File: config.mk
export PLATFORM = sky130hd
export DESIGN_NAME = pev_top
export DESIGN_NICKNAME = d
export VERILOG_FILES = /design/src/hw/pev_pkg.sv /design/src/hw/pev_top.sv
export SDC_FILE = /design/constraint.sdc
export NUM_CORES = 1
export LEC_CHECK = 0
export ABC_CLOCK_PERIOD_IN_PS = 34000
export BUFFER_PORTS_ARGS = -buffer_cell sky130_fd_sc_hd__clkbuf_2
export CAP_MARGIN = 20
export CORE_ASPECT_RATIO = 0.9
export CORE_MARGIN = 2
export CORE_UTILIZATION = 25
export CTS_CLUSTER_DIAMETER = 200
export DETAILED_ROUTE_END_ITERATION = 6
export HOLD_SLACK_MARGIN = 0.03
export PLACE_DENSITY = 0.45
export SLEW_MARGIN = 30
export SYNTH_ARGS = -nofsm -noshare
export SYNTH_HDL_FRONTEND = slang
export SYNTH_SLANG_ARGS = --single-unit
File: constraint.sdc
create_clock -name clk_i -period 34 [get_ports clk_i]
set_input_delay 6.8 -clock clk_i [delete_from_list [all_inputs] [get_ports clk_i]]
set_output_delay 6.8 -clock clk_i [all_outputs]
set_load 0.01 [all_outputs]
File: src/hw/pev_pkg.sv
// constants for the exception vectoring and priority interrupt controller
package pev_pkg;
   // fixed handler addresses
   localparam logic [7:0] VEC_BUSERR = 8'h08;
   localparam logic [7:0] VEC_TICK   = 8'h0E;
   localparam logic [7:0] VEC_ALIGN  = 8'h14;
   localparam logic [7:0] VEC_ILLEG  = 8'h1A;
   localparam logic [7:0] VEC_HWIRQ  = 8'h20;
   localparam logic [7:0] VEC_SYSC   = 8'h26;
   localparam logic [7:0] VEC_TRAP   = 8'h2C;
   localparam logic [7:0] VEC_RESET  = 8'h38;
   localparam logic [7:0] VEC_STACK  = 8'h3E;
   // event index, lowest index wins arbitration
   localparam int EV_RESET = 0;
   localparam int EV_BUS   = 1;
   localparam int EV_ALIGN = 2;
   localparam int EV_ILLEG = 3;
   localparam int EV_STACK = 4;
   localparam int EV_TRAP  = 5;
   localparam int EV_SYSC  = 6;
   localparam int EV_TICK  = 7;
   localparam int EV_HW    = 8;
   localparam int EV_N     = 9;
   // register byte offsets
   localparam logic [11:0] OFF_CTRL  = 12'h000;
   localparam logic [11:0] OFF_SLIM  = 12'h004;
   localparam logic [11:0] OFF_MASK  = 12'h008;
   localparam logic [11:0] OFF_DONE  = 12'h00C;
   localparam logic [11:0] OFF_STATE = 12'h010;
   localparam logic [11:0] OFF_STAT  = 12'h014;
   localparam logic [11:0] OFF_CLR   = 12'h018;
   localparam logic [11:0] OFF_IEN   = 12'h01C;
   localparam logic [11:0] OFF_WAKE  = 12'h020;
   localparam logic [11:0] OFF_PRIO  = 12'h040;
   // state register fields
   localparam int ST_CUR_POS  = 0;
   localparam int ST_BEST_POS = 4;
   localparam int ST_CLM_POS  = 8;
   localparam int ST_ACT_POS  = 16;
   // access sizes
   localparam logic [1:0] SZ_HALF = 2'h1;
   localparam logic [1:0] SZ_WORD = 2'h2;
   // values after reset
   localparam logic [31:0] RST_SLIM = 32'h0000_0000;
   localparam logic [3:0]  RST_PRIO = 4'h0;
   typedef enum logic [1:0] {
      PEV_BOOT = 2'b01,
      PEV_RUN  = 2'b10
   } pev_state_type;
endpackage

File: src/hw/pev_top.sv
// exception vectoring with prioritised peripheral interrupt controller
// Function
// - on a taken event pulse take_o with the source's fixed vector
// - handlers always run with the supervisor flag set
// - bus error from an invalid or disabled target vectors to 0x08
// - tick timer interrupt vectors to 0x0E
// - misaligned 16-bit or 32-bit access vectors to 0x14
// - unrecognised instruction fetch vectors to 0x1A
// - system call instruction vectors to 0x26
// - software trap or debug unit request vectors to 0x2C
// - hardware or software reset vectors to 0x38
// - enabled stack check reaching the limit vectors to 0x3E
// - peripheral and pin requests are individually masked, delivered at 0x20
// - each source has priority 0 to 15, zero never interrupts
// - several sources may share one priority level
// - equal or lower priority events do not interrupt a running handler
// - strictly higher priority events pre-empt the running handler
// - completing a handler lets lower pending levels be serviced
// - pin and selected peripheral requests wake the device from sleep
//
// Implementation choices: the APB slave port and the address map.
`timescale 1ns/100ps
module pev_top #(
   parameter int NP = 8,
   parameter int ND = 4
) (
   // clock and reset
   input  wire logic              clk_i,
   input  wire logic              rst_n_i,
   // apb slave
   input  wire logic [11:0]       paddr_i,
   input  wire logic              psel_i,
   input  wire logic              penable_i,
   input  wire logic              pwrite_i,
   input  wire logic [31:0]       pwdata_i,
   output logic      [31:0]       prdata_o,
   output logic                   pready_o,
   output logic                   pslverr_o,
   // core events
   input  wire logic              mem_req_i,
   input  wire logic [1:0]        mem_size_i,
   input  wire logic [1:0]        mem_addr_i,
   input  wire logic              bus_err_i,
   input  wire logic              illegal_i,
   input  wire logic              syscall_i,
   input  wire logic              trap_i,
   input  wire logic              debug_trap_i,
   input  wire logic              sw_reset_i,
   input  wire logic              tick_i,
   input  wire logic [31:0]       sp_i,
   input  wire logic              ret_i,
   // core vectoring
   output logic                   take_o,
   output logic      [7:0]        vector_o,
   output logic                   sup_o,
   output logic                   hw_irq_o,
   // interrupt sources and sleep
   input  wire logic [NP-1:0]     src_irq_i,
   input  wire logic [ND-1:0]     dio_i,
   input  wire logic              sleep_i,
   output logic                   wake_o,
   output logic                   irq_o
);
   localparam int NS = NP + ND;
   localparam int IW = (NS > 1) ? $clog2(NS) : 1;
   localparam int PW = (NS + 7) / 8;
   localparam int EV_W = pev_pkg::EV_N;

   pev_pkg::pev_state_type state_q;
   logic [ND-1:0]     dio_s1_q;
   logic [ND-1:0]     dio_s2_q;
   logic [NS-1:0]     src;
   logic [NS-1:0]     pend;
   logic [3:0]        prio_q [NS];
   logic [NS-1:0]     mask_q;
   logic [NP-1:0]     wake_en_q;
   logic              stk_en_q;
   logic [31:0]       slim_q;
   logic              stk_q;
   logic              stk_hit;
   logic [15:0]       act_q;
   logic [IW-1:0]     claim_q;
   logic [IW-1:0]     best_idx;
   logic [3:0]        best_lvl;
   logic [3:0]        curr_lvl;
   logic              hw_req;
   logic [EV_W-1:0]   ev;
   logic [3:0]        win;
   logic [EV_W-1:0]   stat_q;
   logic [EV_W-1:0]   ien_q;
   logic              take_q;
   logic [7:0]        vec_q;
   logic              sup_q;
   logic              saved_q;
   logic              wr;
   logic              hw_take;

   function automatic logic hit(input logic [11:0] a, input logic [11:0] off);
      hit = (a[11:2] == off[11:2]);
   endfunction

   function automatic logic [7:0] vec_of(input logic [3:0] i);
      case (i)
         4'h0:    vec_of = pev_pkg::VEC_RESET;
         4'h1:    vec_of = pev_pkg::VEC_BUSERR;
         4'h2:    vec_of = pev_pkg::VEC_ALIGN;
         4'h3:    vec_of = pev_pkg::VEC_ILLEG;
         4'h4:    vec_of = pev_pkg::VEC_STACK;
         4'h5:    vec_of = pev_pkg::VEC_TRAP;
         4'h6:    vec_of = pev_pkg::VEC_SYSC;
         4'h7:    vec_of = pev_pkg::VEC_TICK;
         default: vec_of = pev_pkg::VEC_HWIRQ;
      endcase
   endfunction

   function automatic logic [3:0] hi_lvl(input logic [15:0] m);
      hi_lvl = 4'h0;
      for (int i = 1; i < 16; i++)
      begin
         if (m[i])
            hi_lvl = 4'(i);
      end
   endfunction

   // pin requests cross into the clock domain
   always_ff @(posedge clk_i)
   begin
      if (!rst_n_i)
      begin
         dio_s1_q <= '0;
         dio_s2_q <= '0;
      end
      else
      begin
         dio_s1_q <= dio_i;
         dio_s2_q <= dio_s1_q;
      end
   end

   assign src = {dio_s2_q, src_irq_i};
   assign wr  = psel_i & penable_i & pwrite_i;

   // masked, nonzero-priority requests
   always_comb
   begin
      for (int i = 0; i < NS; i++)
         pend[i] = src[i] & mask_q[i] & (prio_q[i] != 4'h0);
   end

   // highest level wins, lowest index among equals
   always_comb
   begin
      best_lvl = 4'h0;
      best_idx = '0;
      for (int i = NS - 1; i >= 0; i--)
      begin
         if (pend[i] && prio_q[i] >= best_lvl)
         begin
            best_lvl = prio_q[i];
            best_idx = IW'(i);
         end
      end
   end

   assign curr_lvl = hi_lvl(act_q);
   // pre-empt only above the level in service
   assign hw_req   = !sleep_i && (best_lvl > curr_lvl);
   assign hw_irq_o = hw_req;

   // stack limit reached, one event per crossing
   assign stk_hit = stk_en_q && (sp_i <= slim_q);
   always_ff @(posedge clk_i)
   begin
      if (!rst_n_i)
         stk_q <= 1'b0;
      else
         stk_q <= stk_hit;
   end

   always_comb
   begin
      ev = '0;
      ev[pev_pkg::EV_RESET] = (state_q == pev_pkg::PEV_BOOT) | sw_reset_i;
      ev[pev_pkg::EV_BUS]   = bus_err_i;
      ev[pev_pkg::EV_ALIGN] = mem_req_i &
         (((mem_size_i == pev_pkg::SZ_HALF) & mem_addr_i[0]) |
          ((mem_size_i == pev_pkg::SZ_WORD) & (mem_addr_i != 2'h0)));
      ev[pev_pkg::EV_ILLEG] = illegal_i;
      ev[pev_pkg::EV_STACK] = stk_hit & ~stk_q;
      ev[pev_pkg::EV_TRAP]  = trap_i | debug_trap_i;
      ev[pev_pkg::EV_SYSC]  = syscall_i;
      ev[pev_pkg::EV_TICK]  = tick_i;
      ev[pev_pkg::EV_HW]    = hw_req;
   end

   always_comb
   begin
      win = 4'h8;
      for (int i = EV_W - 1; i >= 0; i--)
      begin
         if (ev[i])
            win = 4'(i);
      end
   end

   assign hw_take = (|ev) && (win == 4'(pev_pkg::EV_HW));

   // boot issues the reset vector once
   always_ff @(posedge clk_i)
   begin
      if (!rst_n_i)
         state_q <= pev_pkg::PEV_BOOT;
      else
      begin
         case (state_q)
            pev_pkg::PEV_BOOT: state_q <= pev_pkg::PEV_RUN;
            pev_pkg::PEV_RUN:  state_q <= pev_pkg::PEV_RUN;
            default:           state_q <= pev_pkg::PEV_BOOT;
         endcase
      end
   end

   // vector to the core
   always_ff @(posedge clk_i)
   begin
      if (!rst_n_i)
      begin
         take_q <= 1'b0;
         vec_q  <= pev_pkg::VEC_RESET;
      end
      else
      begin
         take_q <= |ev;
         if (|ev)
            vec_q <= vec_of(win);
      end
   end
   assign take_o   = take_q;
   assign vector_o = vec_q;

   // supervisor flag with one saved level
   always_ff @(posedge clk_i)
   begin
      if (!rst_n_i)
      begin
         sup_q   <= 1'b1;
         saved_q <= 1'b1;
      end
      else if (|ev)
      begin
         sup_q   <= 1'b1;
         saved_q <= sup_q;
      end
      else if (ret_i)
         sup_q <= saved_q;
   end
   assign sup_o = sup_q;

   // levels in service, cleared on handler completion
   always_ff @(posedge clk_i)
   begin
      if (!rst_n_i || sw_reset_i)
      begin
         act_q   <= 16'h0000;
         claim_q <= '0;
      end
      else
      begin
         act_q <= (act_q & ~((wr && hit(paddr_i, pev_pkg::OFF_DONE)) ?
                  (16'h0001 << curr_lvl) : 16'h0000)) |
                  (hw_take ? (16'h0001 << best_lvl) : 16'h0000);
         if (hw_take)
            claim_q <= best_idx;
      end
   end

   // sticky event status, set wins over clear
   always_ff @(posedge clk_i)
   begin
      if (!rst_n_i)
         stat_q <= '0;
      else
         stat_q <= (stat_q & ~((wr && hit(paddr_i, pev_pkg::OFF_CLR)) ?
                   pwdata_i[EV_W-1:0] : '0)) | ev;
   end
   assign irq_o = |(stat_q & ien_q);

   // software registers
   always_ff @(posedge clk_i)
   begin
      if (!rst_n_i)
      begin
         stk_en_q  <= 1'b0;
         slim_q    <= pev_pkg::RST_SLIM;
         mask_q    <= '0;
         ien_q     <= '0;
         wake_en_q <= '0;
         for (int i = 0; i < NS; i++)
            prio_q[i] <= pev_pkg::RST_PRIO;
      end
      else if (wr)
      begin
         if (hit(paddr_i, pev_pkg::OFF_CTRL))
            stk_en_q <= pwdata_i[0];
         else if (hit(paddr_i, pev_pkg::OFF_SLIM))
            slim_q <= pwdata_i;
         else if (hit(paddr_i, pev_pkg::OFF_MASK))
            mask_q <= pwdata_i[NS-1:0];
         else if (hit(paddr_i, pev_pkg::OFF_IEN))
            ien_q <= pwdata_i[EV_W-1:0];
         else if (hit(paddr_i, pev_pkg::OFF_WAKE))
            wake_en_q <= pwdata_i[NP-1:0];
         for (int i = 0; i < NS; i++)
         begin
            if (hit(paddr_i, pev_pkg::OFF_PRIO + 12'(4 * (i / 8))))
               prio_q[i] <= pwdata_i[4*(i%8) +: 4];
         end
      end
   end

   // read mux and unmapped detection
   logic        mapped;
   logic [31:0] rd;
   always_comb
   begin
      mapped = 1'b1;
      rd     = 32'h0000_0000;
      if (hit(paddr_i, pev_pkg::OFF_CTRL))
         rd[0] = stk_en_q;
      else if (hit(paddr_i, pev_pkg::OFF_SLIM))
         rd = slim_q;
      else if (hit(paddr_i, pev_pkg::OFF_MASK))
         rd[NS-1:0] = mask_q;
      else if (hit(paddr_i, pev_pkg::OFF_DONE) || hit(paddr_i, pev_pkg::OFF_CLR))
         rd = 32'h0000_0000;
      else if (hit(paddr_i, pev_pkg::OFF_STATE))
      begin
         rd[pev_pkg::ST_CUR_POS +: 4]  = curr_lvl;
         rd[pev_pkg::ST_BEST_POS +: 4] = best_lvl;
         rd[pev_pkg::ST_CLM_POS +: IW] = claim_q;
         rd[pev_pkg::ST_ACT_POS +: 16] = act_q;
      end
      else if (hit(paddr_i, pev_pkg::OFF_STAT))
         rd[EV_W-1:0] = stat_q;
      else if (hit(paddr_i, pev_pkg::OFF_IEN))
         rd[EV_W-1:0] = ien_q;
      else if (hit(paddr_i, pev_pkg::OFF_WAKE))
         rd[NP-1:0] = wake_en_q;
      else if (paddr_i >= pev_pkg::OFF_PRIO &&
               paddr_i < pev_pkg::OFF_PRIO + 12'(4 * PW))
      begin
         for (int i = 0; i < NS; i++)
         begin
            if (hit(paddr_i, pev_pkg::OFF_PRIO + 12'(4 * (i / 8))))
               rd[4*(i%8) +: 4] = prio_q[i];
         end
      end
      else
         mapped = 1'b0;
   end
   assign prdata_o  = rd;
   assign pready_o  = 1'b1;
   assign pslverr_o = psel_i & penable_i & ~mapped;

   // always-on wake path, controller is off in sleep
   assign wake_o = sleep_i & ((|dio_s2_q) | (|(src_irq_i & wake_en_q)));

   property p_reset_vec;
      @(posedge clk_i) disable iff (!rst_n_i)
      $rose(rst_n_i) |=> take_o && vector_o == pev_pkg::VEC_RESET;
   endproperty
   a_reset_vec: assert property (p_reset_vec) else $error("no reset vector");

   property p_sup;
      @(posedge clk_i) disable iff (!rst_n_i)
      take_o |-> sup_o;
   endproperty
   a_sup: assert property (p_sup) else $error("handler not supervisor");

   property p_bus;
      @(posedge clk_i) disable iff (!rst_n_i)
      bus_err_i && !ev[pev_pkg::EV_RESET] |=> take_o && vector_o == 8'h08;
   endproperty
   a_bus: assert property (p_bus) else $error("bus error vector wrong");

   property p_align;
      @(posedge clk_i) disable iff (!rst_n_i)
      mem_req_i && mem_size_i == 2'h2 && mem_addr_i == 2'h2 && !(|ev[1:0])
      |=> take_o && vector_o == 8'h14;
   endproperty
   a_align: assert property (p_align) else $error("alignment vector wrong");

   property p_tick;
      @(posedge clk_i) disable iff (!rst_n_i)
      tick_i && ev[6:0] == 7'h00 |=> take_o && vector_o == 8'h0E;
   endproperty
   a_tick: assert property (p_tick) else $error("tick vector wrong");

   property p_sysc;
      @(posedge clk_i) disable iff (!rst_n_i)
      syscall_i |=> stat_q[pev_pkg::EV_SYSC] && sup_o;
   endproperty
   a_sysc: assert property (p_sysc) else $error("syscall not seen");

   property p_noprem;
      @(posedge clk_i) disable iff (!rst_n_i)
      hw_take |=> !hw_irq_o || best_lvl > $past(best_lvl);
   endproperty
   a_noprem: assert property (p_noprem) else $error("same level re-raised");

   property p_prem;
      @(posedge clk_i) disable iff (!rst_n_i)
      hw_take |=> curr_lvl == $past(best_lvl) && claim_q == $past(best_idx);
   endproperty
   a_prem: assert property (p_prem) else $error("level not entered");

   property p_done;
      @(posedge clk_i) disable iff (!rst_n_i)
      wr && hit(paddr_i, pev_pkg::OFF_DONE) && curr_lvl != 4'h0 && !hw_take
      |=> curr_lvl < $past(curr_lvl);
   endproperty
   a_done: assert property (p_done) else $error("completion ignored");

   property p_mask;
      @(posedge clk_i) disable iff (!rst_n_i)
      hw_irq_o |-> mask_q[best_idx] && prio_q[best_idx] != 4'h0;
   endproperty
   a_mask: assert property (p_mask) else $error("masked source raised");

   property p_wake;
      @(posedge clk_i) disable iff (!rst_n_i)
      sleep_i && (|dio_s2_q) |-> wake_o && !hw_irq_o;
   endproperty
   a_wake: assert property (p_wake) else $error("pin did not wake");

   c_hw: cover property (@(posedge clk_i) disable iff (!rst_n_i)
      hw_take ##1 hw_take);
   c_done: cover property (@(posedge clk_i) disable iff (!rst_n_i)
      hw_take ##[1:20] (wr && hit(paddr_i, pev_pkg::OFF_DONE)));
   c_stack: cover property (@(posedge clk_i) disable iff (!rst_n_i)
      ev[pev_pkg::EV_STACK]);
endmodule // pev_top

==> flow_metrics.env <==
export IMPL_outcome="complete, but fails checks"
export IMPL_area_growth_pct=18.6
export IMPL_clk_pin_slew_worst_paths_ns=0.08
export IMPL_ir_drop_uv=31.5
export IMPL_vias_per_cell=5.18
export IMPL_die_w_um=218
export IMPL_pin_count=154
export IMPL_cellLeakagePower_nw=4.80
export IMPL_clockBufferDepth=2
export IMPL_dp_hpwl_mm=31.4
export IMPL_remaining_drc_errors=7
export IMPL_synth_seq_cells=158
export IMPL_worst_slew_pin_slew_ns=1.00
export IMPL_place_ws_ns=4.63
export IMPL_ys_seq_area_share_pct=35.4
export IMPL_synth_edf_count=48
export IMPL_wire_per_inst_um=20.5
export IMPL_rsz0062_at_grt="no"
export IMPL_post_cts_buffers=0
export IMPL_skew_ns=0.0135
export IMPL_synth_flop_cell="dfxtp_1"
export IMPL_cts_tree="yes"
export IMPL_cp_top_family="compound AO/OA/AOI/OAI gates"
export IMPL_critPathMostFrequentCell="ha_1"
export IMPL_p_sw_share_pct=27.6
export IMPL_final_nets=1570
export IMPL_cts_resized=0
export IMPL_drtPass1Iterations=7
export IMPL_grt_ovfl_total=0
export IMPL_yosysTopAreaCellShare_pct=21.4
export IMPL_end_kind="output port"
export IMPL_grt_max_degree=45
export IMPL_postLayoutCoreUtil_pct=30.1
export IMPL_seq_power_share_pct=47.1
export IMPL_p_int_uw=319
export IMPL_cts_root_buf="clkbuf_16"
export IMPL_synthTopCellsByArea="dfxtp_1 (21%), edfxtp_1 (14%), ha_1 (8.7%)"
export IMPL_io_buffers=147
export IMPL_cp_arrival_ns=22.50
export IMPL_rows=70
export IMPL_routed_wl_mm=39.8
export IMPL_antenna_found_initial=1
export IMPL_relSlewSlack_pct=32.7
export IMPL_worstPathBufferInverterCount=4
export IMPL_grt_pass1_wl_mm=60.3
export IMPL_synthArstFlopShare_pct=0
export IMPL_drv_cap=0
export IMPL_fill_cells=4420
export IMPL_synth_distinct_cells=81
export IMPL_hold_path_class="reg -> reg"
export IMPL_cp_slowest_cell="o41ai_2"
export IMPL_cpPeakStageDelay_ns=0.64
export IMPL_drt_iter0_drc=900
export IMPL_min_period_over_period_pct=86.2
export IMPL_rrSetupSlack_ns=11.87
export IMPL_max_freq_mhz=34.1
export IMPL_track_usage_pct=18.6
export IMPL_die_y_um=197
export IMPL_hold_viol=0
export IMPL_avgSynthCellArea_um2=8.15
export IMPL_crit_type="in -> out"
export IMPL_ant_nets=0
export IMPL_grt_pass1_vias=9744
export IMPL_p_sw_uw=122
export IMPL_tns_ns=0
export IMPL_pwr_share_clk_pct=43.5
export IMPL_setup_ws_ns=4.70
export IMPL_die_area_mm2=0.0429
export IMPL_failed_checks="DRC"
export IMPL_initial_core_util_pct=25.4
export IMPL_clk_latency_ns=0.45
export IMPL_cts_buffers=17
export IMPL_ys_warn_count=0
export IMPL_synth_cells=1264
export IMPL_cts_max_level=4
export IMPL_gp_congestion=0.890
export IMPL_slew_violations=0
export IMPL_cts_num_sinks=158
export IMPL_synthesis_area_mm2=0.0103
export IMPL_crit_fanout=11
export IMPL_route_vias_total=10100
export IMPL_comb_power_share_pct=9.4
export IMPL_worstPathRequired_ns=27.20
export IMPL_coreArea_mm2=0.0406
export IMPL_postCtsHoldBufs=0
export IMPL_yosysTopAreaCell="dfxtp_1"
export IMPL_start_kind="input pin"
export IMPL_final_min_clock_period_ns=29.30
export IMPL_setup_viol=0
export IMPL_layout_drive_gt1_share_pct=16.5
export IMPL_powerDensity_mw_per_mm2=36.1
-- kinds of logic (layout without fill, tap and decap cells) --
family,count (synthesis),after routing,synth area share [%]
AND/OR/NAND/NOR,509,509,23.9
AO/OA/AOI/OAI,351,351,23.4
adder cells (fa/ha/maj),73,73,8.84
buffers and inverters,141,279,5.34
other,2,5,0.0729
multiplexers,30,30,3.05
flip-flops,158,158,35.4
-- area by class of cell --
cell class,instances,area (um^2),area share (%)
multi-input cells,967,6150,50.4
flip-flops and latches,158,3640,29.8
repair buffers,161,841,6.88
well taps,540,676,5.53
clock buffers,20,468,3.83
inverters,86,323,2.64
clock inverters,12,113,0.921
diodes,1,2.50,0.0205
-- placed cells by master (no fill, tap or decap), types with 21 or more instances in the layout --
cell      instances
nor2_1           68
o21ai_0          56
a21oi_1         105
nor3_1           23
o211ai_1         21
nand2b_1         22
dfxtp_1         110
clkbuf_2        147
edfxtp_1         48
and2_1           70
nand2_1         208
ha_1             72
nand3_1          36
inv_1            85
-- worst paths after layout --
kind                           startpoint                     end  cells after the start
setup / recovery             src_irq_i[7]                hw_irq_o                     70
hold / removal     dio_s1_q[3]$_SDFF_PN0_  dio_s2_q[3]$_SDFF_PN0_                      1
setup reg to reg  mask_q[11]$_SDFFE_PN0P_    act_q[13]$_SDFF_PP0_                     93
hold reg to reg    dio_s1_q[3]$_SDFF_PN0_  dio_s2_q[3]$_SDFF_PN0_                      1
-- sequential cells by signal (all words and copies together) (netlist names) --
register / flops
stk_q: 1
stk_en_q: 1
prio_q: 48
sup_o: 1
ien_q: 9
stat_q: 9
saved_q: 1
wake_en_q: 8
vector_o: 5
claim_q: 4
act_q: 16
state_q: 2
slim_q: 32
dio_s2_q: 4
take_o: 1
dio_s1_q: 4
mask_q: 12
-- power by group through the flow --
stage / clock, mW / combinational, mW / sequential, mW
after floorplan: 0 / 0.0229 / 0.208
after global placement: 0 / 0.0410 / 0.212
after detailed placement: 0 / 0.0414 / 0.212
after CTS: 0.195 / 0.0417 / 0.208
after global routing: 0.203 / 0.0464 / 0.208
final: 0.192 / 0.0414 / 0.208
-- metrics by stage --
| step | power (mW) | std cells | area, um^2 | hold slack [ns] |
|---|---|---|---|---|
| detailed placement | 0.253 | 1912 | 11600 | 0.428 |
| finish | 0.441 | 1945 | 12200 | 0.441 |
| floorplan | 0.231 | 1266 | 10300 | 0.412 |
| CTS | 0.445 | 1944 | 12200 | 0.441 |
| global placement | 0.253 | 1912 | 11600 | 0.434 |
| global route | 0.458 | 1945 | 12200 | 0.466 |
-- synthesized netlist by cell type, drive strengths merged (21+ instances only) --
| library cell | number |
|---|---|
| nor2 | 69 |
| and2 | 70 |
| a21oi | 105 |
| nor3 | 25 |
| o211ai | 21 |
| o21ai | 65 |
| inv | 86 |
| nand2 | 209 |
| edfxtp | 48 |
| clkbuf | 46 |
| dfxtp | 110 |
| ha | 72 |
| nand3 | 36 |
| nand2b | 22 |
-- per-layer routing --
metal	part of all wire, %	GRT usage [%]	wire [um]	vias to the layer above
met5	0	0	0	-
met4	1.8	5.22	719	0
met3	5.0	1.91	1970	43
met2	45	29.8	18100	323
met1	48	26.5	19000	4839
li1	-	-	-	4873
Note: power is estimated with default switching activity, not from simulation.
